==> src/inc/phy_autoneg_map.vh <==
/*
 Register map of the auto-negotiation and mode-control register slice:
 register indices, field positions, reset values and timing figures.
 Assumes it is included by its bare name from the design files.
*/
`ifndef PHY_AUTONEG_MAP_VH
`define PHY_AUTONEG_MAP_VH

// Register indices on the 5-bit management register address.
`define REG_ADV_IDX 5'h04
`define REG_PARTNER_IDX 5'h05
`define REG_EXPANSION_IDX 5'h06
`define REG_REVISION_IDX 5'h10
`define REG_MODE_CTRL_IDX 5'h11

// Advertisement register fields.
`define ADV_T4_BIT 9
`define ADV_100FD_BIT 8
`define ADV_100HD_BIT 7
`define ADV_10FD_BIT 6
`define ADV_10HD_BIT 5
`define ADV_SEL_MSB 4
`define ADV_SEL_LSB 0
`define ADV_T4_RESET 1'h0
`define ADV_100HD_RESET 1'h1
`define SELECTOR_8023 5'h01

// Link partner ability register fields.
`define LPA_NEXT_PAGE_BIT 15
`define LPA_ACK_BIT 14
`define LPA_REMOTE_FAULT_BIT 13
`define LPA_PAUSE_BIT 10
`define LPA_T4_BIT 9
`define LPA_100FD_BIT 8
`define LPA_100HD_BIT 7
`define LPA_10FD_BIT 6
`define LPA_10HD_BIT 5
`define LPA_SEL_MSB 4
`define LPA_SEL_LSB 0
`define LPA_NEXT_PAGE_RESET 1'h0
`define LPA_T4_RESET 1'h0

// Expansion register fields.
`define EXP_PD_FAULT_BIT 4
`define EXP_LP_NEXT_PAGE_BIT 3
`define EXP_NEXT_PAGE_ABLE_BIT 2
`define EXP_PAGE_RX_BIT 1
`define EXP_LP_AN_ABLE_BIT 0
`define EXP_NEXT_PAGE_ABLE_RESET 1'h0

// Silicon revision register field.
`define REV_MSB 9
`define REV_LSB 6

// Mode control register fields.
`define MODE_RSVD_HI_MSB 15
`define MODE_RSVD_HI_LSB 14
`define MODE_EDPD_BIT 13
`define MODE_RSVD_MID_BIT 12
`define MODE_LOW_SQ_BIT 11
`define MODE_PRE_BP_BIT 10
`define MODE_FAR_LOOP_BIT 9
`define MODE_RSVD_LO_MSB 8
`define MODE_RSVD_LO_LSB 7
`define MODE_ENERGY_BIT 1
`define MODE_CTRL_RESET 16'h0000

// Energy-present timeout and clock rate.
`define ENERGY_TIMEOUT_MS 256
`define CLK_FREQ_HZ 25000000
`define ENERGY_PRESENT_RESET 1'h1

`endif

==> src/hdl/energy_timer.v <==
/*
 Line energy watchdog: holds the energy-present indication high while valid
 line energy keeps arriving and drops it after a quiet interval.
 Assumes energy_seen_i is synchronous to clk_i and the interval is given in
 clock cycles by the instantiating module.
*/
`timescale 1ns/1ps
`include "phy_autoneg_map.vh"

module energy_timer #(
   parameter integer TIMEOUT_CYCLES = 6400000,
   parameter integer CNT_W = 23
)(
   input wire clk_i,
   input wire rst_i,
   input wire ce_i,
   input wire energy_seen_i,
   output reg present_o
);

   localparam [CNT_W-1:0] LAST = TIMEOUT_CYCLES[CNT_W-1:0] - {{(CNT_W-1){1'b0}}, 1'b1};

   reg [CNT_W-1:0] quiet_q;

   // Hardware reset forces the indication high, so software sees energy until proven otherwise.
   always @(posedge clk_i or posedge rst_i)
   begin
      if (rst_i)
      begin
         quiet_q <= {CNT_W{1'b0}};
         present_o <= `ENERGY_PRESENT_RESET;
      end
      else if (ce_i)
      begin
         if (energy_seen_i)
         begin
            quiet_q <= {CNT_W{1'b0}};
            present_o <= 1'b1;
         end
         else if (quiet_q == LAST)
         begin
            present_o <= 1'b0;
         end
         else
         begin
            quiet_q <= quiet_q + {{(CNT_W-1){1'b0}}, 1'b1};
         end
      end
   end

endmodule // energy_timer

==> src/hdl/phy_autoneg_mode_regs.v <==
/*
 Management register slice of a 10/100 transceiver: advertisement (low half),
 link partner ability, expansion, silicon revision and the upper mode-control
 bits with their control outputs.
 Assumes a serial management front end that decodes frames and presents one
 register access at a time as a one-cycle strobe with a 5-bit register index,
 and auto-negotiation logic that reports received pages as one-cycle pulses.
*/
`timescale 1ns/1ps
`include "phy_autoneg_map.vh"

// Behaviour
// - Advertised T4 ability bit is read-only zero.
// - Advertised 100FD, 100HD, 10FD, 10HD writable; 100HD resets one, others from straps.
// - Selector fields: writable in advertisement, read-only in partner, both reset 802.3.
// - Partner next-page bit reads zero, read-only.
// - Acknowledge bit sets once a partner link code word arrives; zero after reset.
// - Partner remote-fault bit follows partner signalling; resets zero.
// - Partner pause and speed/duplex abilities captured read-only; reset zero.
// - Partner T4 bit reads zero, read-only.
// - Parallel-detection fault latches high; read-only; resets zero.
// - Expansion bit shows partner next-page ability; resets zero.
// - Own next-page ability reads zero, read-only.
// - Page-received flag latches high on a new page; resets zero.
// - Expansion bit shows partner auto-negotiation ability; upper expansion bits read zero.
// - Revision register shows a four-bit code at 9:6, other bits zero.
// - Energy-detect power-down enable bit, writable, resets zero.
// - Low squelch control equals low-squelch enable AND power-down enable.
// - Low squelch one selects the lower, more sensitive threshold.
// - Preamble-bypass bit lets management frames without preamble be recognised.
// - Far loopback returns received packets simultaneously, in 100TX only.
// - Far loopback works only in reduced-pin mode; partner supplies 50 MHz clock.
// - Far loopback keeps working while the interface is isolated.
// - Energy-present clears after 256 ms without line energy; reset sets it.
module phy_autoneg_mode_regs #(
   parameter [3:0] SILICON_REV = 4'h5,
   parameter integer ENERGY_TIMEOUT_CYCLES = `ENERGY_TIMEOUT_MS * (`CLK_FREQ_HZ / 1000),
   parameter integer ENERGY_CNT_W = 23
)(
   input wire clk_i,
   input wire rst_i,
   input wire ce_i,
   input wire [2:0] mode_strap_i,
   input wire [4:0] reg_addr_i,
   input wire reg_wr_i,
   input wire [15:0] reg_wdata_i,
   input wire reg_rd_i,
   output reg [15:0] reg_rdata_o,
   output reg reg_rvalid_o,
   input wire page_rx_i,
   input wire [15:0] page_word_i,
   input wire partner_an_able_i,
   input wire pd_fault_i,
   input wire energy_seen_i,
   input wire rmii_mode_i,
   input wire speed_100_i,
   output reg energy_detect_powerdown_en_o,
   output reg sensitive_squelch_o,
   output reg mgmt_preamble_bypass_o,
   output reg far_end_loop_o,
   output reg line_energy_present_o
);

   localparam integer NUM_LH = 2;
   localparam integer LH_PD_FAULT = 0;
   localparam integer LH_PAGE_RX = 1;

   // Strap capture sequence, one-hot.
   localparam [1:0] ST_STRAP = 2'b01;
   localparam [1:0] ST_RUN = 2'b10;

   reg [1:0] state_q;
   reg [1:0] state_d;

   // Advertisement storage.
   reg adv_100fd_q;
   reg adv_100hd_q;
   reg adv_10fd_q;
   reg adv_10hd_q;
   reg [4:0] adv_sel_q;

   // Partner ability storage.
   reg lpa_ack_q;
   reg lpa_rfault_q;
   reg lpa_pause_q;
   reg lpa_100fd_q;
   reg lpa_100hd_q;
   reg lpa_10fd_q;
   reg lpa_10hd_q;
   reg [4:0] lpa_sel_q;
   reg lp_next_page_q;
   reg lp_an_able_q;

   // Mode-control storage, reserved bits included since they are read/write cells.
   reg [1:0] mode_rsvd_hi_q;
   reg mode_rsvd_mid_q;
   reg [1:0] mode_rsvd_lo_q;
   reg edpd_en_q;
   reg low_sq_en_q;
   reg pre_bp_q;
   reg far_loop_q;

   wire energy_present;
   wire wr_adv;
   wire wr_mode;
   wire rd_exp;
   wire [NUM_LH-1:0] lh_event;
   reg [NUM_LH-1:0] lh_q;
   reg [15:0] rdata_d;

   assign wr_adv = ce_i & reg_wr_i & (reg_addr_i == `REG_ADV_IDX) & (state_q == ST_RUN);
   assign wr_mode = ce_i & reg_wr_i & (reg_addr_i == `REG_MODE_CTRL_IDX);
   assign rd_exp = ce_i & reg_rd_i & (reg_addr_i == `REG_EXPANSION_IDX);
   assign lh_event[LH_PD_FAULT] = pd_fault_i;
   assign lh_event[LH_PAGE_RX] = page_rx_i;

   // The straps are level inputs; they are caught by a clocked step after reset release,
   // never loaded by the asynchronous reset itself.
   always @*
   begin
      state_d = state_q;
      case (state_q)
         ST_STRAP: state_d = ST_RUN;
         ST_RUN: state_d = ST_RUN;
         default: state_d = ST_STRAP;
      endcase
   end

   always @(posedge clk_i or posedge rst_i)
   begin
      if (rst_i)
      begin
         state_q <= ST_STRAP;
      end
      else if (ce_i)
      begin
         state_q <= state_d;
      end
   end

   // Advertisement register.
   always @(posedge clk_i or posedge rst_i)
   begin
      if (rst_i)
      begin
         adv_100fd_q <= 1'b0;
         adv_100hd_q <= `ADV_100HD_RESET;
         adv_10fd_q <= 1'b0;
         adv_10hd_q <= 1'b0;
         adv_sel_q <= `SELECTOR_8023;
      end
      else if (ce_i)
      begin
         if (state_q == ST_STRAP)
         begin
            adv_100fd_q <= mode_strap_i[2];
            adv_10fd_q <= mode_strap_i[1];
            adv_10hd_q <= mode_strap_i[0];
         end
         else if (wr_adv)
         begin
            adv_100fd_q <= reg_wdata_i[`ADV_100FD_BIT];
            adv_100hd_q <= reg_wdata_i[`ADV_100HD_BIT];
            adv_10fd_q <= reg_wdata_i[`ADV_10FD_BIT];
            adv_10hd_q <= reg_wdata_i[`ADV_10HD_BIT];
            adv_sel_q <= reg_wdata_i[`ADV_SEL_MSB:`ADV_SEL_LSB];
         end
      end
   end

   // Partner ability is refreshed from every received base page.
   always @(posedge clk_i or posedge rst_i)
   begin
      if (rst_i)
      begin
         lpa_ack_q <= 1'b0;
         lpa_rfault_q <= 1'b0;
         lpa_pause_q <= 1'b0;
         lpa_100fd_q <= 1'b0;
         lpa_100hd_q <= 1'b0;
         lpa_10fd_q <= 1'b0;
         lpa_10hd_q <= 1'b0;
         lpa_sel_q <= `SELECTOR_8023;
         lp_next_page_q <= 1'b0;
         lp_an_able_q <= 1'b0;
      end
      else if (ce_i)
      begin
         lp_an_able_q <= partner_an_able_i;
         if (page_rx_i)
         begin
            lpa_ack_q <= 1'b1;
            lpa_rfault_q <= page_word_i[`LPA_REMOTE_FAULT_BIT];
            lpa_pause_q <= page_word_i[`LPA_PAUSE_BIT];
            lpa_100fd_q <= page_word_i[`LPA_100FD_BIT];
            lpa_100hd_q <= page_word_i[`LPA_100HD_BIT];
            lpa_10fd_q <= page_word_i[`LPA_10FD_BIT];
            lpa_10hd_q <= page_word_i[`LPA_10HD_BIT];
            lpa_sel_q <= page_word_i[`LPA_SEL_MSB:`LPA_SEL_LSB];
            lp_next_page_q <= page_word_i[`LPA_NEXT_PAGE_BIT];
         end
      end
   end

   // Latched-high flags: an event in the same cycle as the clearing read wins,
   // so a fault arriving during the read is never lost.
   genvar gi;
   generate
      for (gi = 0; gi < NUM_LH; gi = gi + 1)
      begin : g_lh
         always @(posedge clk_i or posedge rst_i)
         begin
            if (rst_i)
            begin
               lh_q[gi] <= 1'b0;
            end
            else if (ce_i)
            begin
               if (lh_event[gi])
               begin
                  lh_q[gi] <= 1'b1;
               end
               else if (rd_exp)
               begin
                  lh_q[gi] <= 1'b0;
               end
            end
         end
      end
   endgenerate

   localparam [15:0] MODE_RST = `MODE_CTRL_RESET;
   always @(posedge clk_i or posedge rst_i)
   begin
      if (rst_i)
      begin
         mode_rsvd_hi_q <= MODE_RST[`MODE_RSVD_HI_MSB:`MODE_RSVD_HI_LSB];
         edpd_en_q <= MODE_RST[`MODE_EDPD_BIT];
         mode_rsvd_mid_q <= MODE_RST[`MODE_RSVD_MID_BIT];
         low_sq_en_q <= MODE_RST[`MODE_LOW_SQ_BIT];
         pre_bp_q <= MODE_RST[`MODE_PRE_BP_BIT];
         far_loop_q <= MODE_RST[`MODE_FAR_LOOP_BIT];
         mode_rsvd_lo_q <= MODE_RST[`MODE_RSVD_LO_MSB:`MODE_RSVD_LO_LSB];
      end
      else if (wr_mode)
      begin
         // Reserved cells keep whatever is written; software is expected to write zero.
         mode_rsvd_hi_q <= reg_wdata_i[`MODE_RSVD_HI_MSB:`MODE_RSVD_HI_LSB];
         edpd_en_q <= reg_wdata_i[`MODE_EDPD_BIT];
         mode_rsvd_mid_q <= reg_wdata_i[`MODE_RSVD_MID_BIT];
         low_sq_en_q <= reg_wdata_i[`MODE_LOW_SQ_BIT];
         pre_bp_q <= reg_wdata_i[`MODE_PRE_BP_BIT];
         far_loop_q <= reg_wdata_i[`MODE_FAR_LOOP_BIT];
         mode_rsvd_lo_q <= reg_wdata_i[`MODE_RSVD_LO_MSB:`MODE_RSVD_LO_LSB];
      end
   end

   // Control outputs, registered so that each follows its enable one cycle later.
   // Far loopback deliberately ignores interface isolate, so a test rig can loop the
   // line while the MAC side is disconnected.
   always @(posedge clk_i or posedge rst_i)
   begin
      if (rst_i)
      begin
         energy_detect_powerdown_en_o <= 1'b0;
         sensitive_squelch_o <= 1'b0;
         mgmt_preamble_bypass_o <= 1'b0;
         far_end_loop_o <= 1'b0;
      end
      else if (ce_i)
      begin
         energy_detect_powerdown_en_o <= edpd_en_q;
         sensitive_squelch_o <= low_sq_en_q & edpd_en_q;
         mgmt_preamble_bypass_o <= pre_bp_q;
         far_end_loop_o <= far_loop_q & rmii_mode_i & speed_100_i;
      end
   end

   energy_timer #(
      .TIMEOUT_CYCLES(ENERGY_TIMEOUT_CYCLES),
      .CNT_W(ENERGY_CNT_W)
   ) u_energy_timer (
      .clk_i(clk_i),
      .rst_i(rst_i),
      .ce_i(ce_i),
      .energy_seen_i(energy_seen_i),
      .present_o(energy_present)
   );

   always @(posedge clk_i or posedge rst_i)
   begin
      if (rst_i)
      begin
         line_energy_present_o <= `ENERGY_PRESENT_RESET;
      end
      else if (ce_i)
      begin
         line_energy_present_o <= energy_present;
      end
   end

   // Read multiplexer; unmapped indices and reserved bits read zero, except mode-control reserved cells, which read back as written.
   always @*
   begin
      rdata_d = 16'h0000;
      case (reg_addr_i)
         `REG_ADV_IDX:
         begin
            rdata_d[`ADV_T4_BIT] = `ADV_T4_RESET;
            rdata_d[`ADV_100FD_BIT] = adv_100fd_q;
            rdata_d[`ADV_100HD_BIT] = adv_100hd_q;
            rdata_d[`ADV_10FD_BIT] = adv_10fd_q;
            rdata_d[`ADV_10HD_BIT] = adv_10hd_q;
            rdata_d[`ADV_SEL_MSB:`ADV_SEL_LSB] = adv_sel_q;
         end
         `REG_PARTNER_IDX:
         begin
            rdata_d[`LPA_NEXT_PAGE_BIT] = `LPA_NEXT_PAGE_RESET;
            rdata_d[`LPA_ACK_BIT] = lpa_ack_q;
            rdata_d[`LPA_REMOTE_FAULT_BIT] = lpa_rfault_q;
            rdata_d[`LPA_PAUSE_BIT] = lpa_pause_q;
            rdata_d[`LPA_T4_BIT] = `LPA_T4_RESET;
            rdata_d[`LPA_100FD_BIT] = lpa_100fd_q;
            rdata_d[`LPA_100HD_BIT] = lpa_100hd_q;
            rdata_d[`LPA_10FD_BIT] = lpa_10fd_q;
            rdata_d[`LPA_10HD_BIT] = lpa_10hd_q;
            rdata_d[`LPA_SEL_MSB:`LPA_SEL_LSB] = lpa_sel_q;
         end
         `REG_EXPANSION_IDX:
         begin
            rdata_d[`EXP_PD_FAULT_BIT] = lh_q[LH_PD_FAULT];
            rdata_d[`EXP_LP_NEXT_PAGE_BIT] = lp_next_page_q;
            rdata_d[`EXP_NEXT_PAGE_ABLE_BIT] = `EXP_NEXT_PAGE_ABLE_RESET;
            rdata_d[`EXP_PAGE_RX_BIT] = lh_q[LH_PAGE_RX];
            rdata_d[`EXP_LP_AN_ABLE_BIT] = lp_an_able_q;
         end
         `REG_REVISION_IDX:
         begin
            rdata_d[`REV_MSB:`REV_LSB] = SILICON_REV;
         end
         `REG_MODE_CTRL_IDX:
         begin
            rdata_d[`MODE_RSVD_HI_MSB:`MODE_RSVD_HI_LSB] = mode_rsvd_hi_q;
            rdata_d[`MODE_EDPD_BIT] = edpd_en_q;
            rdata_d[`MODE_RSVD_MID_BIT] = mode_rsvd_mid_q;
            rdata_d[`MODE_LOW_SQ_BIT] = low_sq_en_q;
            rdata_d[`MODE_PRE_BP_BIT] = pre_bp_q;
            rdata_d[`MODE_FAR_LOOP_BIT] = far_loop_q;
            rdata_d[`MODE_RSVD_LO_MSB:`MODE_RSVD_LO_LSB] = mode_rsvd_lo_q;
            rdata_d[`MODE_ENERGY_BIT] = line_energy_present_o;
         end
         default:
         begin
            rdata_d = 16'h0000;
         end
      endcase
   end

   // Read data is held until the next read so the serial front end may shift it out slowly.
   always @(posedge clk_i or posedge rst_i)
   begin
      if (rst_i)
      begin
         reg_rdata_o <= 16'h0000;
         reg_rvalid_o <= 1'b0;
      end
      else if (ce_i)
      begin
         reg_rvalid_o <= reg_rd_i;
         if (reg_rd_i)
         begin
            reg_rdata_o <= rdata_d;
         end
      end
   end

endmodule // phy_autoneg_mode_regs

==> config.mk <==
export PLATFORM = sky130hd
export DESIGN_NAME = phy_autoneg_mode_regs
export DESIGN_NICKNAME = d
export VERILOG_FILES = /design/src/hdl/energy_timer.v /design/src/hdl/phy_autoneg_mode_regs.v
export VERILOG_INCLUDE_DIRS = /design/src /design/src/inc
export SDC_FILE = /design/constraint.sdc
export NUM_CORES = 1
export LEC_CHECK = 0
export BUFFER_PORTS_ARGS = -buffer_cell sky130_fd_sc_hd__clkbuf_2
export CAP_MARGIN = 0
export CORE_ASPECT_RATIO = 2
export CORE_MARGIN = 3
export CORE_UTILIZATION = 25
export DETAILED_ROUTE_END_ITERATION = 8
export PLACE_DENSITY_LB_ADDON = 0.12
export SETUP_SLACK_MARGIN = 0.5
export SLEW_MARGIN = 20
export SYNTH_ARGS = -nofsm -noshare
export SYNTH_HDL_FRONTEND = slang
export SYNTH_HIERARCHICAL = 1
export SYNTH_SLANG_ARGS = --single-unit
==> constraint.sdc <==
create_clock -name clk_i -period 5.76 [get_ports clk_i]
set_input_delay 1.44 -clock clk_i [delete_from_list [all_inputs] [get_ports clk_i]]
set_output_delay 1.44 -clock clk_i [all_outputs]
set_load 0.01 [all_outputs]
==> metrics.json <==
{
  "final-max-slew-violation-count": 0,
  "crit_path_end_kind": "flip-flop",
  "clk_pin_slew_ns": 0.07,
  "antenna-diode-count": 0,
  "detailedRoute.firstIterationViolations": 45,
  "path_class": "input port to flip-flop",
  "core.rowCount": 65,
  "dominantRegCellSynth": "sky130_fd_sc_hd__dfrtp_1",
  "dpl.hpwl_um": 8150,
  "yosys_warnings": 6,
  "cts_htree_levels": 3,
  "filler_cell_count": 1691,
  "timing.critical_path.slowest_stage_cell": "sky130_fd_sc_hd__and3_1",
  "place_ws_ns": 1.98,
  "timing.critical_path.required_ns": 5.98,
  "p_leak_nw": 2.19,
  "postSynthCellCount": 351,
  "setup_slack_ns": 2.38,
  "grt_remaining_overflow": 0,
  "achievable-frequency_mhz": 296,
  "route.antenna.remaining_nets": 0,
  "critPathMaxFanout": 18,
  "largest_net_degree_at_the_start_of_global_routing": 59,
  "wirelength_um": 10900,
  "io_pins": 73,
  "routed_wire_length_per_instance_um": 17.7,
  "fin_setup_tns_ns": 0,
  "power_per_cell_area_nw_per_um2": 321,
  "synth.distinct_cells": 62,
  "clock_insertion_delay_worst_skew_ns": 0.34,
  "post_synthesis_register_bit_count": 82,
  "postCtsSetupBuffers": 0,
  "setup_violations": 0,
  "ctsRootBufferMaster": "sky130_fd_sc_hd__clkbuf_16",
  "gpl.final_weighted_congestion": 0.750,
  "num_vias": 2942,
  "die_width_um": 95.7,
  "placedInstanceArea_um2": 4530,
  "crit_arrival_ns": 3.59,
  "synth-edff-count": 0,
  "cts_made_buffers": 9,
  "path_buf_inv": 1,
  "maxCapViolations": 0,
  "fin_crit_sh_pct": 58.6,
  "grt_first_pass_wirelength_um": 17100,
  "area_inside_the_core_boundary_um2": 15800,
  "synth_area_um2": 4020,
  "worst_path_dominant_cell_family": "simple AND/OR/NAND/NOR gates",
  "fp.dieH_um": 185,
  "timing.final.crit_period_ns": 3.38,
  "globalRouteTotalUtil_pct": 12.9,
  "worst_hold_path_type": "flip-flop to flip-flop",
  "finClkSkew_ns": 0.00803,
  "post-route-drc-count": 0,
  "synth_fp_nets": 405,
  "detail_route.first_pass.iterations": 4,
  "grt_pass1_vias": 3072,
  "cpPeakStageDelay_ns": 0.70,
  "final_net_count": 465,
  "relSlewSlack_pct": 35.3,
  "critical_path.cell_chain": "clkbuf_2 -> nor4b_4 -> and3_1 -> mux2_4",
  "fp.dieArea_um2": 17700,
  "cts_num_sinks": 82,
  "yosysSeqAreaShare_pct": 51.2,
  "asyncSetResetFlopFracSynth_pct": 100,
  "initial_utilization_pct": 25.5,
  "holdBufCountCts": 0,
  "placement.io_buffers": 68,
  "mostFrequentLayoutCell": "sky130_fd_sc_hd__dfrtp_1",
  "initial_antenna_violation_count": 0,
  "cts.repair.resized": 0,
  "worstSetupStartpointType": "input port",
  "tritoncts": "built",
  "run_status": "completed",
  "postSynthAreaPerCell_um2": 11.5,
  "cts_buffer_depth": 2,
  "max_slew.worst_pin.slew_ns": 0.968,
  "finish.instance_area_um2": 4870,
  "area.growth.synth_to_final_pct": 21.1,
  "layout_common_cells": "sky130_fd_sc_hd__dfrtp_1, sky130_fd_sc_hd__clkbuf_2, sky130_fd_sc_hd__nand2_1, sky130_fd_sc_hd__o21ai_0, sky130_fd_sc_hd__mux2_2",
  "routed_via_density": 4.77,
  "power.ir.vdd_worst_mv": 0.146,
  "post_route_cells_drive_above_1_share_pct": 35.1,
  "setup_repair_after_global_routing_missed_its_margin": "false",
  "finalHoldViolCount": 0
}
==> metal layers <==
layer	vias to the layer above	global-route usage [%]	wire length, um
li1	1402	-	-
met1	1469	14.2	4170
met2	61	24.2	6230
met3	10	2.28	361
met4	0	3.99	150
met5	-	0	0
==> kinds of logic after synthesis <==
family          after synthesis  share of synthesized area [%]
mux                          50                           15.1
fa+ha+maj                     3                          0.933
flops                        82                           51.2
simple gates                103                           15.4
compound gates               76                           12.9
xor+xnor                      4                          0.871
buf+inv                      33                           3.67
==> state kept, by name (all words and copies together) (netlist names), 2 cells and up <==
name                    cells
mode_rsvd_hi_q              2
adv_sel_q                   5
reg_rdata_o                16
lh_q                        2
lpa_sel_q                   5
u_energy_timer/quiet_q     23
mode_rsvd_lo_q              2
state_q                     2
==> stage by stage <==
step / utilization (%) / instances / hold slack [ns] / total power [W]
floorplan: - / 351 / 0.435 / 0.000830
global placement: 28.7 / 601 / 0.453 / 0.000900
detailed placement: 28.7 / 601 / 0.459 / 0.000906
CTS: 30.9 / 617 / 0.480 / 0.00159
global route: 30.9 / 617 / 0.503 / 0.00164
finish: 30.9 / 617 / 0.477 / 0.00156
==> final cells by class <==
cell class | instances | area [um^2] | area share [%]
inverters | 12 | 45.0 | 0.924
well taps | 201 | 251 | 5.16
clock inverters | 6 | 115 | 2.36
multi-input cells | 236 | 1820 | 37.3
clock buffers | 10 | 229 | 4.70
flip-flops and latches | 82 | 2060 | 42.3
repair buffers | 70 | 355 | 7.29
==> cell usage after synthesis, types with 3 or more instances <==
master                     number  area, um^2
sky130_fd_sc_hd__dfrtp_1       76        1900
sky130_fd_sc_hd__nand2_1       33         124
sky130_fd_sc_hd__o21ai_0       23         115
sky130_fd_sc_hd__mux2_2        22         248
sky130_fd_sc_hd__mux2_4        15         225
sky130_fd_sc_hd__nand3_1       13        65.1
sky130_fd_sc_hd__inv_1         12        45.0
sky130_fd_sc_hd__nor2_1        12        45.0
sky130_fd_sc_hd__clkbuf_1      11        41.3
sky130_fd_sc_hd__a22o_1        10        87.6
sky130_fd_sc_hd__mux2i_1       10         100
sky130_fd_sc_hd__buf_2          7        35.0
sky130_fd_sc_hd__and3_1         6        37.5
sky130_fd_sc_hd__dfstp_2        6         158
sky130_fd_sc_hd__a21oi_1        5        25.0
sky130_fd_sc_hd__nor3_1         5        25.0
sky130_fd_sc_hd__o211ai_1       5        37.5
sky130_fd_sc_hd__o21ai_1        5        25.0
sky130_fd_sc_hd__nand4_1        4        25.0
sky130_fd_sc_hd__o31ai_1        4        30.0
sky130_fd_sc_hd__a31oi_1        3        18.8
sky130_fd_sc_hd__a32oi_1        3        26.3
sky130_fd_sc_hd__ha_1           3        37.5
sky130_fd_sc_hd__mux2_1         3        33.8
sky130_fd_sc_hd__or4_1          3        22.5
sky130_fd_sc_hd__xnor2_1        3        26.3
==> worst paths after layout <==
kind | startpoint | to | slack, ns | cells after the start
max | reg_addr_i[0] | mode_rsvd_hi_q[0] | 2.38 | 4
min reg2reg | reg_rdata_o[2] | reg_rdata_o[2] | 0.48 | 2
min | reg_rdata_o[2] | reg_rdata_o[2] | 0.48 | 2
min in group asynchronous | rst_i | u_energy_timer/quiet_q[2] | 1.17 | 2
max in group asynchronous | rst_i | reg_rdata_o[10] | 3.93 | 3
max reg2reg | u_energy_timer/quiet_q[3] | u_energy_timer/quiet_q[9] | 3.48 | 5
==> worst reg2reg max path, cell delays in order (launching register included) <==
cell	delay (ns)
sky130_fd_sc_hd__dfrtp_1	0.43
sky130_fd_sc_hd__and4_1	0.31
sky130_fd_sc_hd__nand4_1	0.46
sky130_fd_sc_hd__or2_2	0.53
sky130_fd_sc_hd__nand3_1	0.12
sky130_fd_sc_hd__mux2_2	0.33
==> power breakdown <==
part	internal, W	switching (W)	total (W)
clock	0.000426	0.000246	0.000673
sequential	0.000645	0.0000448	0.000689
combinational	0.000101	0.0000999	0.000201
(Power assumes the default switching activity.)
